==> config.mk <==
export PLATFORM = sky130hd
export DESIGN_NAME = acs_sequencer
export DESIGN_NICKNAME = d
export VERILOG_FILES = /design/src/rtl/acs_pkg.sv /design/src/rtl/acs_sequencer.sv
export SDC_FILE = /design/constraint.sdc
export NUM_CORES = 1
export LEC_CHECK = 0
export ABC_AREA = 1
export BUFFER_PORTS_ARGS = -buffer_cell sky130_fd_sc_hd__buf_2
export CAP_MARGIN = 15
export CORE_MARGIN = 2
export CORE_UTILIZATION = 55
export DETAILED_ROUTE_END_ITERATION = 10
export PLACE_DENSITY_LB_ADDON = 0.25
export SLEW_MARGIN = 30
export SYNTH_ARGS = -nofsm -noshare
export SYNTH_HDL_FRONTEND = slang
export SYNTH_SLANG_ARGS = --single-unit
==> constraint.sdc <==
create_clock -name i_sys_clk -period 4.25 [get_ports i_sys_clk]
set_input_delay 1.0625 -clock i_sys_clk [delete_from_list [all_inputs] [get_ports i_sys_clk]]
set_output_delay 1.0625 -clock i_sys_clk [all_outputs]
set_load 0.005 [all_outputs]
==> src/rtl/acs_pkg.sv <==
// Constants, encodings and timing figures shared by the conversion sequencer.
package acs_pkg;

  // System clock rate and derived cycles per microsecond.
  localparam int unsigned SYS_CLK_HZ       = 25_000_000;
  localparam int unsigned SYS_CYC_PER_US   = SYS_CLK_HZ / 1_000_000;

  // Bus address figures.
  localparam int unsigned ADDR_W           = 7;
  localparam logic [6:0]  GLOBAL_ADDR      = 7'h77;
  localparam int unsigned ADDR_PIN_BIT_POS = 0;

  // Configuration byte layout and reset value.
  localparam int unsigned CFG_W            = 8;
  localparam int unsigned CFG_REJ_LSB      = 0;
  localparam int unsigned CFG_REJ_W        = 2;
  localparam int unsigned CFG_SPEED_BIT    = 2;
  localparam int unsigned CFG_GAIN_LSB     = 3;
  localparam int unsigned CFG_GAIN_W       = 3;
  localparam int unsigned CFG_TEMP_BIT     = 6;
  localparam logic [7:0]  CFG_RESET        = 8'h00;

  // Line rejection mode encodings.
  localparam logic [1:0]  REJ_50_60        = 2'h0;
  localparam logic [1:0]  REJ_50           = 2'h1;
  localparam logic [1:0]  REJ_60           = 2'h2;

  // Power-on reset duration.
  localparam int unsigned T_POR_US         = 4_000;
  localparam int unsigned POR_CYC          = T_POR_US * SYS_CYC_PER_US;

  // Internal oscillator conversion times, in microseconds.
  localparam int unsigned T_CONV_60_1X_US  = 133_000;
  localparam int unsigned T_CONV_60_2X_US  = 67_000;
  localparam int unsigned T_CONV_50_1X_US  = 160_000;
  localparam int unsigned T_CONV_50_2X_US  = 80_000;
  localparam int unsigned T_CONV_5060_1X_US = 147_000;
  localparam int unsigned T_CONV_5060_2X_US = 73_600;
  localparam int unsigned CONV_60_1X_CYC   = T_CONV_60_1X_US * SYS_CYC_PER_US;
  localparam int unsigned CONV_60_2X_CYC   = T_CONV_60_2X_US * SYS_CYC_PER_US;
  localparam int unsigned CONV_50_1X_CYC   = T_CONV_50_1X_US * SYS_CYC_PER_US;
  localparam int unsigned CONV_50_2X_CYC   = T_CONV_50_2X_US * SYS_CYC_PER_US;
  localparam int unsigned CONV_5060_1X_CYC = T_CONV_5060_1X_US * SYS_CYC_PER_US;
  localparam int unsigned CONV_5060_2X_CYC = T_CONV_5060_2X_US * SYS_CYC_PER_US;

  // External conversion clock periods per conversion and filter notch divisor.
  localparam int unsigned EXT_CONV_1X_PER  = 41_036;
  localparam int unsigned EXT_CONV_2X_PER  = 20_556;
  localparam int unsigned EXT_NOTCH_DIV    = 5_120;

  // Slowest recognised external clock: one period of the 10 kHz minimum.
  localparam int unsigned T_EXT_MAX_PER_US = 100;
  localparam int unsigned EXT_TIMEOUT_CYC  = T_EXT_MAX_PER_US * SYS_CYC_PER_US;
  localparam int unsigned GAP_W            = 12;

  // Conversion counter width and calibration share (one eighth of the cycle).
  localparam int unsigned CNT_W            = 32;
  localparam int unsigned CAL_SHIFT        = 3;

  // Sequencer states, one-hot.
  typedef enum logic [3:0] {
    ST_POR   = 4'h1,
    ST_CONV  = 4'h2,
    ST_SLEEP = 4'h4,
    ST_IO    = 4'h8
  } acs_state_t;

endpackage : acs_pkg

==> src/rtl/acs_sequencer.sv <==
// Conversion sequencer: power-on reset, conversion timing, clock source choice and target address answer.
// What this block does
// - After a finished conversion an acknowledged write then STOP restarts conversion, discarding the result.
// - A configuration byte received in that write is stored and used by the next conversion.
// - Acknowledge writes to global address 1110111 as well as the own address.
// - STOP after a global write loads any received byte and starts conversion.
// - STOP right after the global address starts conversion, configuration unchanged.
// - Rejection mode comes from configuration; power-up default is simultaneous 50/60 Hz.
// - Detect a clock on the shared pin and then use it as conversion clock.
// - Only toggling at 10 kHz or faster counts as an external clock.
// - With an external clock present the pin's address bit reads as high.
// - With external clock the filter notch sits at clock frequency divided by 5120.
// - Without external clock fall back to the internal oscillator automatically.
// - Source change only spoils the conversion in progress, never later ones.
// - Internal clock, 60 Hz: 133 ms normal, 67 ms double speed.
// - Internal clock, 50 Hz: 160 ms normal, 80 ms double speed.
// - Internal clock, 50/60 Hz: 147 ms normal, 73.6 ms double speed.
// - External clock: 41036 periods normal, 20556 periods double speed.
// - Offset and full-scale calibration inside every conversion, invisible outside.
// - Each conversion yields exactly one valid word, no pipeline latency.
// - Hold an internal reset of about 4 ms at power-up.
// - Reset loads a default value into every register, then a conversion starts without any command.
// - Default configuration: external input, gain one, 50/60 Hz, normal speed.
// - Answer own address with not-acknowledge while converting.
// - Data phase ends and conversion starts on STOP or after 24 bits read.
module acs_sequencer #(
  parameter int unsigned POR_CYCLES     = acs_pkg::POR_CYC,
  parameter int unsigned CONV_60_1X     = acs_pkg::CONV_60_1X_CYC,
  parameter int unsigned CONV_60_2X     = acs_pkg::CONV_60_2X_CYC,
  parameter int unsigned CONV_50_1X     = acs_pkg::CONV_50_1X_CYC,
  parameter int unsigned CONV_50_2X     = acs_pkg::CONV_50_2X_CYC,
  parameter int unsigned CONV_5060_1X   = acs_pkg::CONV_5060_1X_CYC,
  parameter int unsigned CONV_5060_2X   = acs_pkg::CONV_5060_2X_CYC,
  parameter int unsigned EXT_1X_PERIODS = acs_pkg::EXT_CONV_1X_PER,
  parameter int unsigned EXT_2X_PERIODS = acs_pkg::EXT_CONV_2X_PER
) (
  input  wire logic       i_sys_clk,
  input  wire logic       i_arst_n,
  input  wire logic       i_addr_or_ext_clock_pin,
  input  wire logic [5:0] i_own_addr_upper,
  input  wire logic       i_addr_valid,
  input  wire logic [6:0] i_addr,
  input  wire logic       i_addr_rd,
  input  wire logic       i_cfg_byte_valid,
  input  wire logic [7:0] i_cfg_byte,
  input  wire logic       i_stop,
  input  wire logic       i_read_done,
  output logic            o_addr_ack,
  output logic            o_por_active,
  output logic            o_converting,
  output logic            o_cal_active,
  output logic            o_data_ready,
  output logic            o_result_strobe,
  output logic            o_result_suspect,
  output logic            o_ext_clk_present,
  output logic            o_addr_lsb,
  output logic [7:0]      o_cfg
);

  // Every terminal count must be at least two so the counter has a real span.
  // The check runs at elaboration, so a bad count never reaches a build.
  if (POR_CYCLES < 2 || CONV_60_1X < 2 || CONV_60_2X < 2 || CONV_50_1X < 2 || CONV_50_2X < 2 ||
      CONV_5060_1X < 2 || CONV_5060_2X < 2 || EXT_1X_PERIODS < 2 || EXT_2X_PERIODS < 2) begin : g_bad_counts
    $error("acs_sequencer: terminal counts must be at least 2");
  end

  acs_pkg::acs_state_t            state_q;
  logic [acs_pkg::CNT_W-1:0]      por_cnt_q;
  logic [acs_pkg::CNT_W-1:0]      conv_cnt_q;
  logic [acs_pkg::CNT_W-1:0]      term_cnt;
  logic [acs_pkg::GAP_W-1:0]      gap_q;
  logic                           pin_q;
  logic                           ext_rise;
  logic                           ext_q;
  logic                           conv_tick;
  logic                           conv_done;
  logic                           start_conv;
  logic                           por_done;
  logic [7:0]                     cfg_q;
  logic [7:0]                     pend_q;
  logic                           pend_valid_q;
  logic                           ready_q;
  logic                           strobe_q;
  logic                           suspect_q;
  logic                           ext_at_start_q;
  logic                           own_match;
  logic                           glob_match;
  logic [1:0]                     rej;
  logic                           dbl_speed;

  // The pin is taken as synchronous, so one flop is enough to find its rising edges.
  always_ff @(posedge i_sys_clk or negedge i_arst_n) begin
    if (!i_arst_n) begin
      pin_q <= 1'b0;
    end else begin
      pin_q <= i_addr_or_ext_clock_pin;
    end
  end

  assign ext_rise = i_addr_or_ext_clock_pin & ~pin_q;

  // Cycles since the last rising edge, saturating at the timeout.
  // Reset starts the count saturated: the edge flop wakes up low, so a pin tied high
  // would otherwise show a false edge after reset and fake a present clock.
  always_ff @(posedge i_sys_clk or negedge i_arst_n) begin
    if (!i_arst_n) begin
      gap_q <= acs_pkg::GAP_W'(acs_pkg::EXT_TIMEOUT_CYC);
    end else if (ext_rise) begin
      gap_q <= '0;
    end else if (gap_q < acs_pkg::GAP_W'(acs_pkg::EXT_TIMEOUT_CYC)) begin
      gap_q <= gap_q + 1'b1;
    end
  end

  // A clock counts as present only while edges come closer than the slowest allowed period.
  always_ff @(posedge i_sys_clk or negedge i_arst_n) begin
    if (!i_arst_n) begin
      ext_q <= 1'b0;
    end else if (gap_q >= acs_pkg::GAP_W'(acs_pkg::EXT_TIMEOUT_CYC)) begin
      ext_q <= 1'b0;
    end else if (ext_rise) begin
      ext_q <= 1'b1;
    end
  end

  // A static pin level sets the address bit; a running clock forces it high.
  assign o_addr_lsb = ext_q ? 1'b1 : pin_q;

  // Address decode; the global address is a write-only selection.
  // A global read is refused, since every device would then drive the data line at once.
  assign own_match  = (i_addr == {i_own_addr_upper, o_addr_lsb});
  assign glob_match = (i_addr == acs_pkg::GLOBAL_ADDR) && !i_addr_rd;

  // Only an idle or already selected device answers; a busy one stays silent.
  assign o_addr_ack = i_addr_valid && (own_match || glob_match) &&
                      (state_q == acs_pkg::ST_SLEEP || (state_q == acs_pkg::ST_IO && !i_read_done));

  // Power-on reset timer, held at its end once expired.
  always_ff @(posedge i_sys_clk or negedge i_arst_n) begin
    if (!i_arst_n) begin
      por_cnt_q <= '0;
    end else if (state_q == acs_pkg::ST_POR && !por_done) begin
      por_cnt_q <= por_cnt_q + 1'b1;
    end
  end

  assign por_done = (por_cnt_q == acs_pkg::CNT_W'(POR_CYCLES - 1));

  // Fields steering the conversion length.
  assign rej       = cfg_q[acs_pkg::CFG_REJ_LSB +: acs_pkg::CFG_REJ_W];
  assign dbl_speed = cfg_q[acs_pkg::CFG_SPEED_BIT];

  // Terminal count follows the live clock source; an external clock counts its periods.
  // The notch then lands at the clock rate over 5120 because the period counts are fixed.
  always_comb begin
    term_cnt = acs_pkg::CNT_W'(CONV_5060_1X);
    if (ext_q) begin
      term_cnt = dbl_speed ? acs_pkg::CNT_W'(EXT_2X_PERIODS) : acs_pkg::CNT_W'(EXT_1X_PERIODS);
    end else begin
      case (rej)
        acs_pkg::REJ_60: term_cnt = dbl_speed ? acs_pkg::CNT_W'(CONV_60_2X) : acs_pkg::CNT_W'(CONV_60_1X);
        acs_pkg::REJ_50: term_cnt = dbl_speed ? acs_pkg::CNT_W'(CONV_50_2X) : acs_pkg::CNT_W'(CONV_50_1X);
        default: term_cnt = dbl_speed ? acs_pkg::CNT_W'(CONV_5060_2X) : acs_pkg::CNT_W'(CONV_5060_1X);
      endcase
    end
  end

  // The internal oscillator is modelled by the system clock itself.
  assign conv_tick = ext_q ? ext_rise : 1'b1;
  assign conv_done = (state_q == acs_pkg::ST_CONV) && conv_tick && (conv_cnt_q >= term_cnt - 1'b1);

  // Conversions start after reset, after a STOP in the data phase, or after 24 bits are read.
  assign start_conv = (state_q == acs_pkg::ST_POR && por_done) ||
                      (state_q == acs_pkg::ST_IO && (i_stop || i_read_done));

  // Duration counter on the selected clock.
  always_ff @(posedge i_sys_clk or negedge i_arst_n) begin
    if (!i_arst_n) begin
      conv_cnt_q <= '0;
    end else if (start_conv) begin
      conv_cnt_q <= '0;
    end else if (state_q == acs_pkg::ST_CONV && conv_tick) begin
      conv_cnt_q <= conv_cnt_q + 1'b1;
    end
  end

  // Main sequence: power-on reset, conversion, sleep, data phase.
  always_ff @(posedge i_sys_clk or negedge i_arst_n) begin
    if (!i_arst_n) begin
      state_q <= acs_pkg::ST_POR;
    end else begin
      case (state_q)
        acs_pkg::ST_POR: begin
          if (por_done) begin
            state_q <= acs_pkg::ST_CONV;
          end
        end
        acs_pkg::ST_CONV: begin
          if (conv_done) begin
            state_q <= acs_pkg::ST_SLEEP;
          end
        end
        acs_pkg::ST_SLEEP: begin
          if (o_addr_ack) begin
            state_q <= acs_pkg::ST_IO;
          end
        end
        acs_pkg::ST_IO: begin
          if (i_stop || i_read_done) begin
            state_q <= acs_pkg::ST_CONV;
          end
        end
        default: state_q <= acs_pkg::ST_POR;
      endcase
    end
  end

  // A byte is pending only once fully received and acknowledged; a bare STOP loads nothing.
  always_ff @(posedge i_sys_clk or negedge i_arst_n) begin
    if (!i_arst_n) begin
      pend_q       <= acs_pkg::CFG_RESET;
      pend_valid_q <= 1'b0;
    end else if (start_conv) begin
      pend_valid_q <= 1'b0;
    end else if (state_q == acs_pkg::ST_IO && i_cfg_byte_valid) begin
      pend_q       <= i_cfg_byte;
      pend_valid_q <= 1'b1;
    end
  end

  // Configuration changes only at a conversion start, so a running conversion keeps its mode.
  always_ff @(posedge i_sys_clk or negedge i_arst_n) begin
    if (!i_arst_n) begin
      cfg_q <= acs_pkg::CFG_RESET;
    end else if (start_conv && pend_valid_q) begin
      cfg_q <= pend_q;
    end
  end

  // One result per conversion; a restart throws the unread word away.
  always_ff @(posedge i_sys_clk or negedge i_arst_n) begin
    if (!i_arst_n) begin
      ready_q  <= 1'b0;
      strobe_q <= 1'b0;
    end else begin
      strobe_q <= conv_done;
      if (conv_done) begin
        ready_q <= 1'b1;
      end else if (start_conv) begin
        ready_q <= 1'b0;
      end
    end
  end

  // Note the source in use at start; a change mid-conversion marks only that result.
  always_ff @(posedge i_sys_clk or negedge i_arst_n) begin
    if (!i_arst_n) begin
      ext_at_start_q <= 1'b0;
      suspect_q      <= 1'b0;
    end else if (start_conv) begin
      ext_at_start_q <= ext_q;
      suspect_q      <= 1'b0;
    end else if (state_q == acs_pkg::ST_CONV && ext_q != ext_at_start_q) begin
      suspect_q <= 1'b1;
    end
  end

  // Calibration occupies the first eighth of each conversion, hidden inside its length.
  assign o_cal_active = (state_q == acs_pkg::ST_CONV) &&
                        (conv_cnt_q < (term_cnt >> acs_pkg::CAL_SHIFT));

  assign o_por_active      = (state_q == acs_pkg::ST_POR);
  assign o_converting      = (state_q == acs_pkg::ST_CONV);
  assign o_data_ready      = ready_q;
  assign o_result_strobe   = strobe_q;
  assign o_result_suspect  = suspect_q;
  assign o_ext_clk_present = ext_q;
  assign o_cfg             = cfg_q;

  // Checks on the sequence.
  a_nak_while_busy: assert property (@(posedge i_sys_clk) disable iff (!i_arst_n)
    (state_q == acs_pkg::ST_CONV) |-> !o_addr_ack)
    else $error("address acknowledged during conversion");

  a_global_ack: assert property (@(posedge i_sys_clk) disable iff (!i_arst_n)
    (state_q == acs_pkg::ST_SLEEP && i_addr_valid && i_addr == acs_pkg::GLOBAL_ADDR && !i_addr_rd) |-> o_addr_ack)
    else $error("global write not acknowledged");

  a_stop_restarts: assert property (@(posedge i_sys_clk) disable iff (!i_arst_n)
    (state_q == acs_pkg::ST_IO && i_stop) |=> (state_q == acs_pkg::ST_CONV && !o_data_ready && conv_cnt_q == '0))
    else $error("stop did not restart conversion");

  a_cfg_loaded: assert property (@(posedge i_sys_clk) disable iff (!i_arst_n)
    (state_q == acs_pkg::ST_IO && i_stop && pend_valid_q) |=> (cfg_q == $past(pend_q)))
    else $error("received configuration not applied");

  a_cfg_kept: assert property (@(posedge i_sys_clk) disable iff (!i_arst_n)
    (state_q == acs_pkg::ST_IO && i_stop && !pend_valid_q && !i_cfg_byte_valid) |=> $stable(cfg_q))
    else $error("configuration changed without a byte");

  a_ext_addr_high: assert property (@(posedge i_sys_clk) disable iff (!i_arst_n)
    ext_q |-> o_addr_lsb)
    else $error("address bit low with external clock");

  a_slow_clk_lost: assert property (@(posedge i_sys_clk) disable iff (!i_arst_n)
    (gap_q >= acs_pkg::GAP_W'(acs_pkg::EXT_TIMEOUT_CYC)) |=> !ext_q)
    else $error("slow clock still treated as present");

  a_one_result: assert property (@(posedge i_sys_clk) disable iff (!i_arst_n)
    conv_done |=> (o_result_strobe && o_data_ready && state_q == acs_pkg::ST_SLEEP) ##1 !o_result_strobe)
    else $error("conversion end did not give one result");

  a_read_done_restarts: assert property (@(posedge i_sys_clk) disable iff (!i_arst_n)
    (state_q == acs_pkg::ST_IO && i_read_done) |=> (state_q == acs_pkg::ST_CONV))
    else $error("full read did not start conversion");

  a_por_to_conv: assert property (@(posedge i_sys_clk) disable iff (!i_arst_n)
    (state_q == acs_pkg::ST_POR && por_done) |=> (state_q == acs_pkg::ST_CONV && cfg_q == acs_pkg::CFG_RESET))
    else $error("power-on reset did not start a default conversion");

  a_int_tick: assert property (@(posedge i_sys_clk) disable iff (!i_arst_n)
    (state_q == acs_pkg::ST_CONV && !ext_q && !conv_done) |=> (conv_cnt_q == $past(conv_cnt_q) + 1'b1))
    else $error("internal clock not counting");

  c_global_sync: cover property (@(posedge i_sys_clk) disable iff (!i_arst_n)
    (state_q == acs_pkg::ST_SLEEP && o_addr_ack && i_addr == acs_pkg::GLOBAL_ADDR) ##[1:20] (i_stop && state_q == acs_pkg::ST_IO));

  c_cfg_update: cover property (@(posedge i_sys_clk) disable iff (!i_arst_n)
    (state_q == acs_pkg::ST_IO && i_stop && pend_valid_q));

  c_ext_clock: cover property (@(posedge i_sys_clk) disable iff (!i_arst_n)
    (ext_q && conv_done));

  c_full_read: cover property (@(posedge i_sys_clk) disable iff (!i_arst_n)
    (state_q == acs_pkg::ST_IO && i_read_done));

endmodule : acs_sequencer

==> impl_metrics.json <==
{
  "outcome": "finished, final reports clean",
  "end_kind": "output port",
  "clockBufferDepth": 2,
  "clock_latency_ps": 350,
  "arrival_ps": 2800,
  "synthArstFlopShare_pct": 100.0,
  "synth_commonest_cells": "nand2_1 (258), inv_1 (121), nor2_1 (121)",
  "hold_path.class": "flop to flop",
  "cts_tree": "yes",
  "area_growth_pct": 10.23,
  "cts.repair.resized": 0,
  "holdPathStages": 2,
  "use_met3_pct": 4.247,
  "fin_crit_sh_pct": 90.84,
  "clock-sinks": 103,
  "synth_cells": 997,
  "synthesis.area_mm2": 0.007228,
  "antenna_left": 0,
  "slew_headroom_pct": 43.71,
  "placementRows": 41,
  "final_net_count": 1140,
  "nFillCells": 1208,
  "multi_input_area_mm2": 0.004153,
  "antenna_found_initial": 0,
  "utilization_pct": 62.63,
  "worstRegToRegCells": 25,
  "hp-start": "gap_q[11]",
  "use_met2_pct": 37.79,
  "hold_path_end": "gap_q[11]",
  "regArea_mm2": 0.002585,
  "root_buffer": "clkbuf_16",
  "first_iter_violations": 511,
  "antennaDiodeCount": 0,
  "ios": 46,
  "power_leakage_nw": 3.878,
  "grt_pass1_wl_um": 29200,
  "worstSetupStartpointType": "flop",
  "post-synth-top-count-cell": "nand2_1",
  "met1_usage_pct": 37.74,
  "max_cap_viol_count": 0,
  "yosysSeqAreaShare_pct": 35.76,
  "synth-seq-cells": 103,
  "initial_core_util_pct": 56.82,
  "crit_required_ps": 3190,
  "drc": 0,
  "fp.dieH_um": 118.6,
  "avgSynthCellArea_um2": 7.250,
  "synthDistinctLibCells": 39,
  "finClkSkew_ps": 7.679,
  "yosysTopAreaCellShare_pct": 33.58,
  "grt_max_degree": 61,
  "r2r_end": "state_q[3]",
  "r2r-start": "o_cfg[0]",
  "vdd_drop_max_uv": 232.5,
  "drive_gt1_share_pct": 8.325,
  "grt_busiest_layer": "met2",
  "worstMarginPinSlew_ps": 843.4,
  "grt.total_usage_pct": 25.60,
  "fmax_mhz": 259.0,
  "yosysTopAreaCell": "dfrtp_1",
  "grt_overflow": 0,
  "vias": 6575,
  "cts_hold_buf": 0,
  "ys_top_cells_by_area": "dfrtp_1 (34%), nand2_1 (13%), ha_1 (10%)",
  "wl_per_cell_um": 13.84,
  "grt_pass1_vias": 6010,
  "core_area_mm2": 0.01272,
  "critPathMaxFanout": 6,
  "clk_pin_slew_worst_paths_ps": 70,
  "rrSetupSlack_ps": 920,
  "cts_buffers": 9,
  "die-area_mm2": 0.01408,
  "hpwlAfterDp_um": 13010,
  "routabilityCongestion": 0.9797,
  "rsz0062_at_grt": "no",
  "portBuffers": 45,
  "post-cts-setup-buffers": 0,
  "final-hold-violation-count": 0,
  "cts-htree-levels": 3,
  "viasPerCell": 5.350,
  "yosys_most_used_dff": "dfrtp_1",
  "fp.dieW_um": 118.6,
  "yosysWarnings": 0,
  "finalSetupTns_ps": 0,
  "powerDensity_mw_per_mm2": 289.6,
  "critPathKind": "flop to output port",
  "postRouteWirelength_um": 17010,
  "drv_slew": 0,
  "drtPass1Iterations": 5,
  "fin_crit_ps": 3861,
  "synth_edf_count": 0,
  "setup_viol": 0
}
-- metal layers --
metal  vias to the layer above  part of all wire (%)
li1                       3348                     -
met2                       181                    44
met5                         -                     0
met3                        25                   5.7
met1                      3021                    48
met4                         0                   2.0
-- logic make-up (layout without fill, tap and decap cells) --
kind of cell,after synthesis,count (layout),share of synthesized area (%)
AOI/OAI and AO/OA,134,134,10.11
xor gates and xnor gates,46,46,5.574
adders and majority gates,59,59,10.21
buffers and inverters,137,188,7.253
DFF,103,103,35.76
other,1,10,0.05188
and+or+nand+nor,517,517,31.04
-- sequential cells by signal (all words and copies together) (netlist names) --
name               cells
por_cnt_q             32
o_result_strobe        1
state_q                4
gap_q                 12
o_result_suspect       1
pend_valid_q           1
ext_at_start_q         1
o_data_ready           1
pend_q                 8
o_cfg                  8
o_ext_clk_present      1
conv_cnt_q            32
pin_q                  1
-- placed cells by master, fill, tap and decap left out, types with 2 or more instances in the layout --
master | Yosys | routed
ha_1 | 59 | 59
clkbuf_16 | 0 | 9
a21o_1 | 2 | 2
nor2_1 | 121 | 121
nor3b_1 | 4 | 4
o31ai_1 | 4 | 4
o21a_1 | 2 | 2
o21ai_0 | 54 | 54
clkinvlp_4 | 0 | 2
a22oi_1 | 2 | 2
buf_2 | 8 | 44
dfstp_2 | 6 | 6
a21boi_0 | 5 | 5
xor2_1 | 30 | 30
nand4_1 | 24 | 24
dfrtp_1 | 97 | 97
clkinv_4 | 0 | 2
nand3_1 | 34 | 34
nor2_2 | 4 | 4
buf_4 | 0 | 6
xnor2_1 | 16 | 16
inv_1 | 121 | 121
o21ai_1 | 4 | 4
nand3_2 | 2 | 2
nor3_1 | 49 | 49
nand2_2 | 4 | 4
a31oi_1 | 2 | 2
nor4_1 | 10 | 10
a21oi_1 | 55 | 55
conb_1 | 1 | 10
nand2_1 | 258 | 258
-- worst max-delay path: stages (launching register included) --
cell and delay, ps:
dfrtp_1 420, inv_1 80, ha_1 350, nor2_1 310, a21oi_1 120, buf_4 170
ha_1 280, nand2_1 70, nand2_1 40, nand2_1 50, nand2_1 40, nand2_1 50
nand2_1 50, nand2_1 60, nand2_1 90, a21oi_1 130, buf_2 130
-- how the worst max path moves through the flow --
stage	start	endpoint	slack [ps]	cells after the start
finish	o_cfg[0]	o_cal_active	390	16
global route	o_cfg[0]	o_cal_active	110	16
CTS	o_cfg[0]	o_cal_active	380	16
floorplan	o_cfg[0]	o_cal_active	1070	15
detailed placement	o_cfg[0]	o_cal_active	770	16
global placement	o_cfg[0]	o_cal_active	830	16
-- power by group --
group / switching (mW) / total [mW] / leakage [nW] / internal, mW
clock: 0.380 / 0.781 / 0.129 / 0.401
combinational: 0.255 / 0.388 / 2.41 / 0.133
sequential: 0.0817 / 1.14 / 1.34 / 1.06
total: 0.717 / 2.31 / 3.88 / 1.59
-- layout make-up --
cell class	instances	share of cell area, %
clock buffer	10	2.874
clock inverter	6	0.5810
inverter	121	5.700
multi-input combinational	766	52.12
sequential	103	32.44
tap	172	2.701
timing repair buffer	51	3.580
-- per-stage QoR --
| stage | worst slack, ps | hold WS [ps] | cell area [um^2] | std cells | power (mW) |
|---|---|---|---|---|---|
| after floorplan | 1074 | 461.3 | 7262 | 1006 | 1.419 |
| after global placement | 829.6 | 468.0 | 7692 | 1213 | 1.532 |
| after detailed placement | 766.3 | 480.9 | 7692 | 1213 | 1.541 |
| after CTS | 375.3 | 491.5 | 7968 | 1229 | 2.324 |
| after global routing | 109.4 | 505.2 | 7968 | 1229 | 2.445 |
| final | 389.3 | 490.7 | 7968 | 1229 | 2.307 |
No activity file was read; power rests on OpenSTA's default activity.
